File: config.mk
export PLATFORM = sky130hd
export DESIGN_NAME = htq_device_flat
export DESIGN_NICKNAME = d
export VERILOG_FILES = /design/src/hdl/htq_pkg.sv /design/src/hdl/htq_bus_if.sv /design/src/hdl/htq_device.sv /design/src/flat_wrapper.sv
export SDC_FILE = /design/constraint.sdc
export NUM_CORES = 1
export LEC_CHECK = 0
export ABC_AREA = 1
export BUFFER_PORTS_ARGS = -buffer_cell sky130_fd_sc_hd__buf_2
export CAP_MARGIN = 20
export CORE_ASPECT_RATIO = 1.1
export CORE_MARGIN = 2
export CORE_UTILIZATION = 59
export CTS_CLUSTER_DIAMETER = 80
export DETAILED_ROUTE_END_ITERATION = 10
export PLACE_DENSITY = 0.87
export SKIP_LAST_GASP = 1
export SYNTH_ARGS = -nofsm -noshare
export SYNTH_HDL_FRONTEND = slang
export SYNTH_SLANG_ARGS = --single-unit
File: constraint.sdc
create_clock -name aclk -period 5.4 [get_ports aclk]
set_input_delay 1.08 -clock aclk [delete_from_list [all_inputs] [get_ports aclk]]
set_output_delay 1.08 -clock aclk [all_outputs]
set_load 0.01 [all_outputs]
File: src/hdl/htq_pkg.sv
// constants shared by the host transmit queue manager device end and its host end
`default_nettype none
package htq_pkg;
  // ----------------------------------------------------------------
  // link widths
  // ----------------------------------------------------------------
  localparam int ADDR_W = 9;
  localparam int DATA_W = 16;
  localparam int BC_W   = 11;
  localparam int FID_W  = 6;
  localparam int FREE_W = 13;
  localparam int PTR_W  = 11;

  // ----------------------------------------------------------------
  // device register offsets
  // ----------------------------------------------------------------
  localparam logic [ADDR_W-1:0] OFF_TX_CONTROL   = 9'h170;
  localparam logic [ADDR_W-1:0] OFF_TX_FREE_MEM  = 9'h178;
  localparam logic [ADDR_W-1:0] OFF_TX_QUEUE_CMD = 9'h180;
  localparam logic [ADDR_W-1:0] OFF_RX_QUEUE_CMD = 9'h182;
  localparam logic [ADDR_W-1:0] OFF_TX_DATA_PTR  = 9'h184;
  localparam logic [ADDR_W-1:0] OFF_INT_ENABLE   = 9'h190;
  localparam logic [ADDR_W-1:0] OFF_INT_STATUS   = 9'h192;
  localparam logic [ADDR_W-1:0] OFF_TX_SPACE_REQ = 9'h19E;
  localparam logic [ADDR_W-1:0] OFF_QUEUE_DATA   = 9'h1C0;

  // ----------------------------------------------------------------
  // field positions
  // ----------------------------------------------------------------
  localparam int TXC_FLOW_BIT   = 3;
  localparam int TXC_PAD_BIT    = 2;
  localparam int TXC_CRC_BIT    = 1;
  localparam int TXC_EN_BIT     = 0;
  localparam int TXC_CSUM_LO    = 5;
  localparam int TXC_CSUM_HI    = 8;
  localparam int TXQ_ENQ_BIT    = 0;
  localparam int TXQ_SPACE_BIT  = 1;
  localparam int RXQ_DMA_BIT    = 3;
  localparam int PTR_AUTOINC    = 14;
  localparam int INT_TX_BIT     = 14;
  localparam int INT_SPACE_BIT  = 6;
  localparam int CW_IC_BIT      = 15;

  // ----------------------------------------------------------------
  // queue layout, sizes and reset values
  // ----------------------------------------------------------------
  localparam logic [FREE_W-1:0] TXQ_BYTES       = 13'h1800;
  localparam logic [FREE_W-1:0] FRAME_HDR_BYTES = 13'h0004;
  localparam logic [PTR_W-1:0]  HDR_CTL_PTR     = 11'h000;
  localparam logic [PTR_W-1:0]  HDR_LEN_PTR     = 11'h002;
  localparam logic [PTR_W-1:0]  PTR_STEP        = 11'h002;
  localparam logic [BC_W-1:0]   RX_MAX_BYTES    = 11'h7D0;
  localparam logic [1:0]        RX_IDX_STATUS   = 2'h0;
  localparam logic [1:0]        RX_IDX_LENGTH   = 2'h1;
  localparam logic [1:0]        RX_IDX_DATA     = 2'h2;
  localparam logic [DATA_W-1:0] REG16_RESET     = 16'h0000;

  // ----------------------------------------------------------------
  // host end AXI4-Lite register map
  // ----------------------------------------------------------------
  localparam logic [7:0] HOFF_CMD    = 8'h00;
  localparam logic [7:0] HOFF_WDATA  = 8'h04;
  localparam logic [7:0] HOFF_STATUS = 8'h08;
  localparam int         HCMD_WE_BIT = 9;
  localparam int         HCMD_GO_BIT = 31;
  localparam int         HST_BUSY    = 0;
  localparam int         HST_IRQ     = 1;
  localparam logic [1:0] RESP_OKAY   = 2'h0;
  localparam logic [1:0] RESP_SLVERR = 2'h2;
  localparam logic [31:0] REG32_RESET = 32'h0000_0000;
endpackage
`default_nettype wire

File: src/hdl/htq_bus_if.sv
// parallel register bus joining the host end to the queue manager device end
`default_nettype none
interface htq_bus_if;
  logic                        req;
  logic                        we;
  logic [htq_pkg::ADDR_W-1:0]  addr;
  logic [htq_pkg::DATA_W-1:0]  wdata;
  logic [htq_pkg::DATA_W-1:0]  rdata;
  logic                        ack;
  logic                        irq;

  modport dev  (input req, input we, input addr, input wdata, output rdata, output ack, output irq);
  modport host (output req, output we, output addr, output wdata, input rdata, input ack, input irq);
endinterface
`default_nettype wire

File: src/hdl/htq_device.sv
// queue manager device end: transmit control, free memory, enqueue, space request, queue data port
// Functional notes
// - tx control bit3 flow control, bit2 padding
// - tx control bit1 crc, bit0 transmit enable
// - tx control holds checksum generation enables
// - report free transmit memory in bytes, 6 KB
// - enqueue bit queues prepared frame, one only
// - enqueue bit self-clears after send; host waits
// - space request raises status bit6, self-clears
// - host writes needed space in double words
// - rx command bit3 starts queue data DMA
// - pointer bit14 auto-increments on data access
// - enable bit14 gates transmit-complete interrupt
// - enable bit6 gates space-available interrupt
// - status bits clear when written one
// - DMA write starts control then byte count
// - host pads frame data to double words
// - rx entry: status, count, then data
// - rx data includes crc, at most 2000
// - big-endian mode swaps header word bytes
// - control bit15 interrupt request, bits5-0 id
// - byte count bits10-0, correct and nonzero
//
// Decided for this implementation: the AXI4-Lite slave port.
`default_nettype none
module htq_device (
  input  wire logic                       aclk,
  input  wire logic                       aresetn,
  htq_bus_if.dev                          bus,
  input  wire logic                       big_endian_pin,
  input  wire logic                       mac_tx_done,
  input  wire logic [htq_pkg::DATA_W-1:0] rx_status,
  input  wire logic [htq_pkg::DATA_W-1:0] rx_length,
  input  wire logic [htq_pkg::DATA_W-1:0] rx_data,
  output logic      [htq_pkg::DATA_W-1:0] tx_control,
  output logic                            tx_frame_valid,
  output logic      [htq_pkg::FID_W-1:0]  tx_frame_id,
  output logic      [htq_pkg::BC_W-1:0]   tx_byte_count,
  output logic                            rx_word_read
);
  import htq_pkg::*;

  // ----------------------------------------------------------------
  // state
  // ----------------------------------------------------------------
  typedef struct packed {
    logic [1:0]        be_sync;
    logic [DATA_W-1:0] txctl;
    logic              enq;
    logic              space;
    logic [DATA_W-1:0] rxqc;
    logic [DATA_W-1:0] txptr;
    logic [DATA_W-1:0] interrupt_enable;
    logic [DATA_W-1:0] interrupt_status;
    logic [DATA_W-1:0] spreq;
    logic [FREE_W-1:0] free;
    logic [FREE_W-1:0] resv;
    logic [DATA_W-1:0] hctl;
    logic [DATA_W-1:0] hlen;
    logic [1:0]        rx_idx;
    logic [DATA_W-1:0] rdata;
    logic              ack;
    logic              irq;
    logic              rx_rd;
  } htq_dev_state_t;

  htq_dev_state_t r_reg;
  htq_dev_state_t r_next;

  // ----------------------------------------------------------------
  // helpers
  // ----------------------------------------------------------------
  // header words move through the bus with their bytes exchanged in big-endian mode
  function automatic logic [DATA_W-1:0] order16(input logic [DATA_W-1:0] w, input logic be);
    order16 = be ? {w[7:0], w[15:8]} : w;
  endfunction

  // queue room one frame takes: header words plus data rounded up to double words
  function automatic logic [FREE_W-1:0] frame_room(input logic [BC_W-1:0] len);
    logic [FREE_W-1:0] l;
    l = {2'b00, len} + 13'h0003;
    frame_room = {l[FREE_W-1:2], 2'b00} + FRAME_HDR_BYTES;
  endfunction

  logic [FREE_W-1:0] room;
  logic [17:0]       need_bytes;
  logic [BC_W-1:0]   rx_len_clamped;
  logic              data_access;

  assign room           = frame_room(r_reg.hlen[BC_W-1:0]);
  assign need_bytes     = {r_reg.spreq, 2'b00};
  // the whole word is compared so that an oversized count cannot wrap below the limit
  assign rx_len_clamped = (rx_length > {5'h00, RX_MAX_BYTES}) ? RX_MAX_BYTES : rx_length[BC_W-1:0];
  assign data_access    = bus.req && (bus.addr == OFF_QUEUE_DATA) && r_reg.rxqc[RXQ_DMA_BIT];

  // ----------------------------------------------------------------
  // next state
  // ----------------------------------------------------------------
  always_comb begin
    r_next         = r_reg;
    r_next.ack     = bus.req;
    r_next.rx_rd   = 1'b0;
    r_next.be_sync = {r_reg.be_sync[0], big_endian_pin};

    // register writes
    if (bus.req && bus.we) begin
      unique case (bus.addr)
        OFF_TX_CONTROL:   r_next.txctl = bus.wdata;
        OFF_TX_QUEUE_CMD: begin
          // a second enqueue while one frame is pending is ignored
          if (bus.wdata[TXQ_ENQ_BIT] && !r_reg.enq) begin
            r_next.enq  = 1'b1;
            r_next.resv = room;
            r_next.free = r_reg.free - room;
          end
          if (bus.wdata[TXQ_SPACE_BIT]) begin
            r_next.space = 1'b1;
          end
        end
        OFF_RX_QUEUE_CMD: begin
          r_next.rxqc = bus.wdata;
          if (bus.wdata[RXQ_DMA_BIT] && !r_reg.rxqc[RXQ_DMA_BIT]) begin
            r_next.rx_idx = RX_IDX_STATUS;
          end
        end
        OFF_TX_DATA_PTR:  r_next.txptr = bus.wdata;
        OFF_INT_ENABLE:   r_next.interrupt_enable   = bus.wdata;
        OFF_INT_STATUS:   r_next.interrupt_status   = r_reg.interrupt_status & ~bus.wdata;
        OFF_TX_SPACE_REQ: r_next.spreq = bus.wdata;
        OFF_QUEUE_DATA: begin
          // only the two header words are kept; payload words are not stored
          if (r_reg.rxqc[RXQ_DMA_BIT]) begin
            if (r_reg.txptr[PTR_W-1:0] == HDR_CTL_PTR) begin
              r_next.hctl = order16(bus.wdata, r_reg.be_sync[1]);
            end else if (r_reg.txptr[PTR_W-1:0] == HDR_LEN_PTR) begin
              r_next.hlen = order16(bus.wdata, r_reg.be_sync[1]);
            end
          end
        end
        default: ;
      endcase
    end

    // register reads, data registered for the answer cycle
    if (bus.req && !bus.we) begin
      unique case (bus.addr)
        OFF_TX_CONTROL:   r_next.rdata = r_reg.txctl;
        OFF_TX_FREE_MEM:  r_next.rdata = {3'b000, r_reg.free};
        OFF_TX_QUEUE_CMD: r_next.rdata = {14'h0000, r_reg.space, r_reg.enq};
        OFF_RX_QUEUE_CMD: r_next.rdata = r_reg.rxqc;
        OFF_TX_DATA_PTR:  r_next.rdata = r_reg.txptr;
        OFF_INT_ENABLE:   r_next.rdata = r_reg.interrupt_enable;
        OFF_INT_STATUS:   r_next.rdata = r_reg.interrupt_status;
        OFF_TX_SPACE_REQ: r_next.rdata = r_reg.spreq;
        OFF_QUEUE_DATA: begin
          r_next.rdata = REG16_RESET;
          if (r_reg.rxqc[RXQ_DMA_BIT]) begin
            unique case (r_reg.rx_idx)
              RX_IDX_STATUS: r_next.rdata = order16(rx_status, r_reg.be_sync[1]);
              RX_IDX_LENGTH: r_next.rdata = order16({5'h00, rx_len_clamped}, r_reg.be_sync[1]);
              default: begin
                r_next.rdata = rx_data;
                r_next.rx_rd = 1'b1;
              end
            endcase
            if (r_reg.rx_idx != RX_IDX_DATA) begin
              r_next.rx_idx = r_reg.rx_idx + 2'h1;
            end
          end
        end
        default: r_next.rdata = REG16_RESET;
      endcase
    end

    // pointer steps on any queue data access while the DMA bit is set and auto-increment is on
    if (data_access && r_reg.txptr[PTR_AUTOINC]) begin
      r_next.txptr[PTR_W-1:0] = r_reg.txptr[PTR_W-1:0] + PTR_STEP;
    end

    // frame sent: release room, clear enqueue; set after clear so the event wins
    if (mac_tx_done && r_reg.enq) begin
      r_next.enq  = 1'b0;
      r_next.free = r_next.free + r_reg.resv;
      if (r_reg.hctl[CW_IC_BIT]) begin
        r_next.interrupt_status[INT_TX_BIT] = 1'b1;
      end
    end

    // space watch compares bytes against the double-word request
    if (r_reg.space && ({5'h00, r_reg.free} >= need_bytes)) begin
      r_next.interrupt_status[INT_SPACE_BIT] = 1'b1;
      r_next.space              = 1'b0;
    end

    r_next.irq = |(r_next.interrupt_status & r_next.interrupt_enable);
  end

  // ----------------------------------------------------------------
  // registers
  // ----------------------------------------------------------------
  always_ff @(posedge aclk) begin
    if (!aresetn) begin
      r_reg      <= '0;
      r_reg.free <= TXQ_BYTES;
    end else begin
      r_reg <= r_next;
    end
  end

  // ----------------------------------------------------------------
  // outputs
  // ----------------------------------------------------------------
  assign bus.rdata      = r_reg.rdata;
  assign bus.ack        = r_reg.ack;
  assign bus.irq        = r_reg.irq;
  assign tx_control     = r_reg.txctl;
  assign tx_frame_valid = r_reg.enq && r_reg.txctl[TXC_EN_BIT];
  assign tx_frame_id    = r_reg.hctl[FID_W-1:0];
  assign tx_byte_count  = r_reg.hlen[BC_W-1:0];
  assign rx_word_read   = r_reg.rx_rd;
endmodule
`default_nettype wire

File: src/flat_wrapper.sv
// flat-port wrapper written by rule: the top's interface ports become plain ports
module htq_device_flat import htq_pkg::*;
  (aclk, aresetn, big_endian_pin, mac_tx_done, rx_status, rx_length, rx_data, tx_control, tx_frame_valid, tx_frame_id, tx_byte_count, rx_word_read, bus_req, bus_we, bus_addr, bus_wdata, bus_rdata, bus_ack, bus_irq);
  htq_bus_if bus_i ();
  input  wire logic aclk;
  input  wire logic aresetn;
  input  wire logic big_endian_pin;
  input  wire logic mac_tx_done;
  input  wire logic [htq_pkg::DATA_W-1:0] rx_status;
  input  wire logic [htq_pkg::DATA_W-1:0] rx_length;
  input  wire logic [htq_pkg::DATA_W-1:0] rx_data;
  output logic      [htq_pkg::DATA_W-1:0] tx_control;
  output logic tx_frame_valid;
  output logic      [htq_pkg::FID_W-1:0] tx_frame_id;
  output logic      [htq_pkg::BC_W-1:0] tx_byte_count;
  output logic rx_word_read;
  input wire logic [$bits(bus_i.req)-1:0] bus_req;
  input wire logic [$bits(bus_i.we)-1:0] bus_we;
  input wire logic [$bits(bus_i.addr)-1:0] bus_addr;
  input wire logic [$bits(bus_i.wdata)-1:0] bus_wdata;
  output wire logic [$bits(bus_i.rdata)-1:0] bus_rdata;
  output wire logic [$bits(bus_i.ack)-1:0] bus_ack;
  output wire logic [$bits(bus_i.irq)-1:0] bus_irq;
  assign bus_i.req = bus_req;
  assign bus_i.we = bus_we;
  assign bus_i.addr = bus_addr;
  assign bus_i.wdata = bus_wdata;
  assign bus_rdata = bus_i.rdata;
  assign bus_ack = bus_i.ack;
  assign bus_irq = bus_i.irq;
  htq_device u_core (.aclk(aclk), .aresetn(aresetn), .bus(bus_i), .big_endian_pin(big_endian_pin), .mac_tx_done(mac_tx_done), .rx_status(rx_status), .rx_length(rx_length), .rx_data(rx_data), .tx_control(tx_control), .tx_frame_valid(tx_frame_valid), .tx_frame_id(tx_frame_id), .tx_byte_count(tx_byte_count), .rx_word_read(rx_word_read));
endmodule
==> results.tsv <==
stage	metric	value	unit
outcome	outcome	finished, final reports clean	
clocking	Clock Tree Buf Depth	2	
pwr	Lkg Pwr	4.73	nW
hold_path	Min-Delay Path Depth	2	
synthesis	Mean Syn Cell Area	6.72	µm²
routing	final wirelength	33.0	mm
synthesis	portion of netlist area occupied by mux cells	0.206	%
floorplan	core box area	0.0162	mm²
global_routing	busiest layer in global routing	met2	
cells_and_area	flip-flop count of the largest register after layout	92	
sta	final worst slack	0.903	ns
hold_path	Hold WC Path Type	reg -> reg	
synthesis	XOR/XNOR Fraction of Synth Area	2.16	%
global_routing	total global routing track utilization	37.0	%
synthesis	Syn. warnings	0	
cells_and_area	Final Net Count	1609	
clocking	H-tree depth	4	
clocking	TritonCTS buffer count	17	
clocking	CTS tree	done	
pwr	pwr/cell area	240	mW/mm²
global_routing	M3 GR Usage	6.83	%
clocking	hold buffers post-CTS	0	
floorplan	Die Span Y	139	µm
worst_setup_path	R2R Path Start	u_core.tx_byte_count[2]	
pwr	maximum vdd drop	0.247	mV
worst_setup_path	reg2reg setup slack	0.90	ns
clocking	clk root buf	clkbuf_16	
worst_setup_path	slowest cell delay on critical path	0.39	ns
sta	relative slew slack	28.0	%
sta	unrepaired setup endpoints after global routing	no	
global_routing	initial antenna violation count	0	
placement	IO Port Bufs	131	
cells_and_area	share of cells above drive strength 1	14.2	%
clocking	PostCTS Resize Cnt	0	
sta	count of final hold-check violations	0	
floorplan	die area	0.0175	mm²
floorplan	num rows	49	
worst_setup_path	worst r2r dst	u_core.r_reg[78]	
sta	setup violators final	0	
placement	GP Congestion	1.03	
sta	sum of negative setup slack	0	ns
synthesis	Post-synth EDFFs	0	
cells_and_area	diode count	0	
routing	vias per inst	5.95	
global_routing	Remaining Overflow, GRT	0	
sta	fmax	222	MHz
hold_path	Min-Delay Startpoint	u_core.r_next[178]	
synthesis	FF+latch count, synth	161	
global_routing	first-pass GRT wire length	50.7	mm
pwr	Total Power	0.00257	W
worst_setup_path	Req. time, crit path	5.70	ns
worst_setup_path	Worst path top cell family by delay	simple AND/OR/NAND/NOR gates	
routing	drt pass-1 iters	7	
clocking	Clock Sinks	161	
synthesis	Syn Inst Count	1446	
clocking	Worst-path clk slew	0.08	ns
synthesis	compound-gate portion of the synthesized area	22.7	%
cells_and_area	P&R area growth vs syn	10.1	%
cells_and_area	leading cell type in the layout, fill and taps excluded	nand2_1	
synthesis	synthesized area	0.00972	mm²
sta	Slew @ Worst Pin	1.08	ns
synthesis	synthesized net count	1559	
sta	WHS	0.414	ns
routing	Routed wire per std cell	19.2	µm
run	MaxCap Viol Count	0	
worst_setup_path	CP max-delay cell	dfxtp_1	
clocking	# Post-CTS Setup Buffers	0	
global_routing	vias in the first global route	9430	
cells_and_area	non-filler cells, final	1713	
synthesis	sequential fraction of the synthesis area	33.1	%
sta	crit path time final	4.50	ns
placement	placed cells	1681	
cells_and_area	commonest cells after routing, fill and taps aside	290 x nand2_1, 187 x inv_1, 161 x dfxtp_1	
clocking	Worst-Skew Late Latency	0.45	ns
synthesis	Synth Area in Simple Gates	23.1	%
worst_setup_path	cell mode on critical path	nand2_1	
worst_setup_path	Critical Path Fanout Max	5	
synthesis	post-synth cell types	52	
hold_path	hold worst-path end	u_core.r_reg[178]	
global_routing	GR Util met1	44.0	%
placement	Final HPWL DP	24.7	mm
worst_setup_path	kind of critical path	reg -> reg	
worst_setup_path	Setup crit end kind	register	
worst_setup_path	worst-case reg-to-reg path depth	35	
global_routing	largest net degree at the start of global routing	86	
sta	Fin Clk Skew	0.0132	ns
synthesis	Adder-Cell Fraction of Synth Area	4.53	%
worst_setup_path	WP buf/inv	3	
synthesis	asr flop ratio synth	0	%
synthesis	largest family of logic cells by synthesized area	simple AND/OR/NAND/NOR gates	
synthesis	dominant synthesized flop cell	dfxtp_1	
floorplan	Ports	132	
routing	via count	10193	
routing	1st-iter DRT viols	1026	
worst_setup_path	Worst Setup Start Kind	register	
sta	Final Max Slew Viols	0	
routing	ANT nets after route	0	
routing	Residual DRC	0	
worst_setup_path	crit path DAT	4.80	ns
placement	pre-CTS WS	0.991	ns
floorplan	initial core utilization	59.8	%
global_routing	grt met2 use	60.6	%
sta	Period Utilization, post-route	83.3	%
floorplan	Die Width	126	µm
-- where the power goes --
part	leakage [nW]	switching [W]	total, W	internal, W
logic	3.13	0.000103	0.000148	0.0000444
clock network	0.298	0.000608	0.00124	0.000629
registers	1.30	0.000000587	0.00119	0.00119
total	4.73	0.000712	0.00257	0.00186
-- cell families after synthesis --
family,Yosys count
and+or+nand+nor,525
AOI/OAI and AO/OA,388
buffers and inverters,312
DFF,161
adders and majority gates,34
xor gates and xnor gates,24
muxes,2
-- final cells by class --
cell class	instances	area, µm²
clock inverter	15	188
tap	204	255
clock buffer	17	425
timing repair buffer	141	731
multi-input combinational	973	5130
fill	1487	5540
sequential	161	3220
inverter	202	758
-- synthesized netlist by cell type, drive strengths merged, types with 17 or more instances --
| cell | number | share of area (%) |
|---|---|---|
| nand2 | 298 | 12 |
| inv | 199 | 7.7 |
| dfxtp | 161 | 33 |
| o21ai | 146 | 7.5 |
| a21oi | 140 | 7.2 |
| nor2 | 132 | 5.6 |
| buf | 60 | 4.4 |
| nand3 | 51 | 2.9 |
| clkbuf | 50 | 1.9 |
| ha | 32 | 4.1 |
| a211oi | 21 | 1.6 |
| xor2 | 17 | 1.5 |
-- worst max path at each step --
| stage | endpoint | slack (ns) | startpoint | cells after the start |
|---|---|---|---|---|
| 2_1_floorplan | u_core.r_reg[78] | 1.46 | u_core.tx_byte_count[2] | 35 |
| 3_3_place_gp | u_core.r_reg[78] | 1.03 | u_core.tx_byte_count[2] | 35 |
| 3_5_place_dp | u_core.r_reg[78] | 0.99 | u_core.tx_byte_count[2] | 35 |
| 4_1_cts | u_core.r_reg[78] | 0.93 | u_core.tx_byte_count[2] | 35 |
| 5_1_grt | u_core.r_reg[78] | 0.33 | u_core.tx_byte_count[2] | 35 |
| 6_report | u_core.r_reg[78] | 0.90 | u_core.tx_byte_count[2] | 35 |
-- metal layers --
| metal | share of wire [%] | vias to the layer above | wire, µm |
|---|---|---|---|
| met3 | 9.2 | 143 | 3020 |
| li1 | - | 4845 | - |
| met2 | 46 | 572 | 15100 |
| met5 | 0 | - | 0 |
| met1 | 37 | 4633 | 12300 |
| met4 | 7.5 | 0 | 2480 |
-- metrics by stage --
step                      cell area (µm²)  util [%]
after floorplan                      9720         -
after global placement              10100      62.1
after detailed placement            10100      62.1
after CTS                           10700      65.9
after global routing                10700      65.9
final                               10700      65.9
-- tightest hold or removal path, delay by kind of cell, from the launching register on --
kind                   cells  cell delay (ns)
buffers and inverters      1             0.04
DFF                        1             0.31
and+or+nand+nor            1             0.04
No activity file was read; power rests on OpenSTA's default activity.
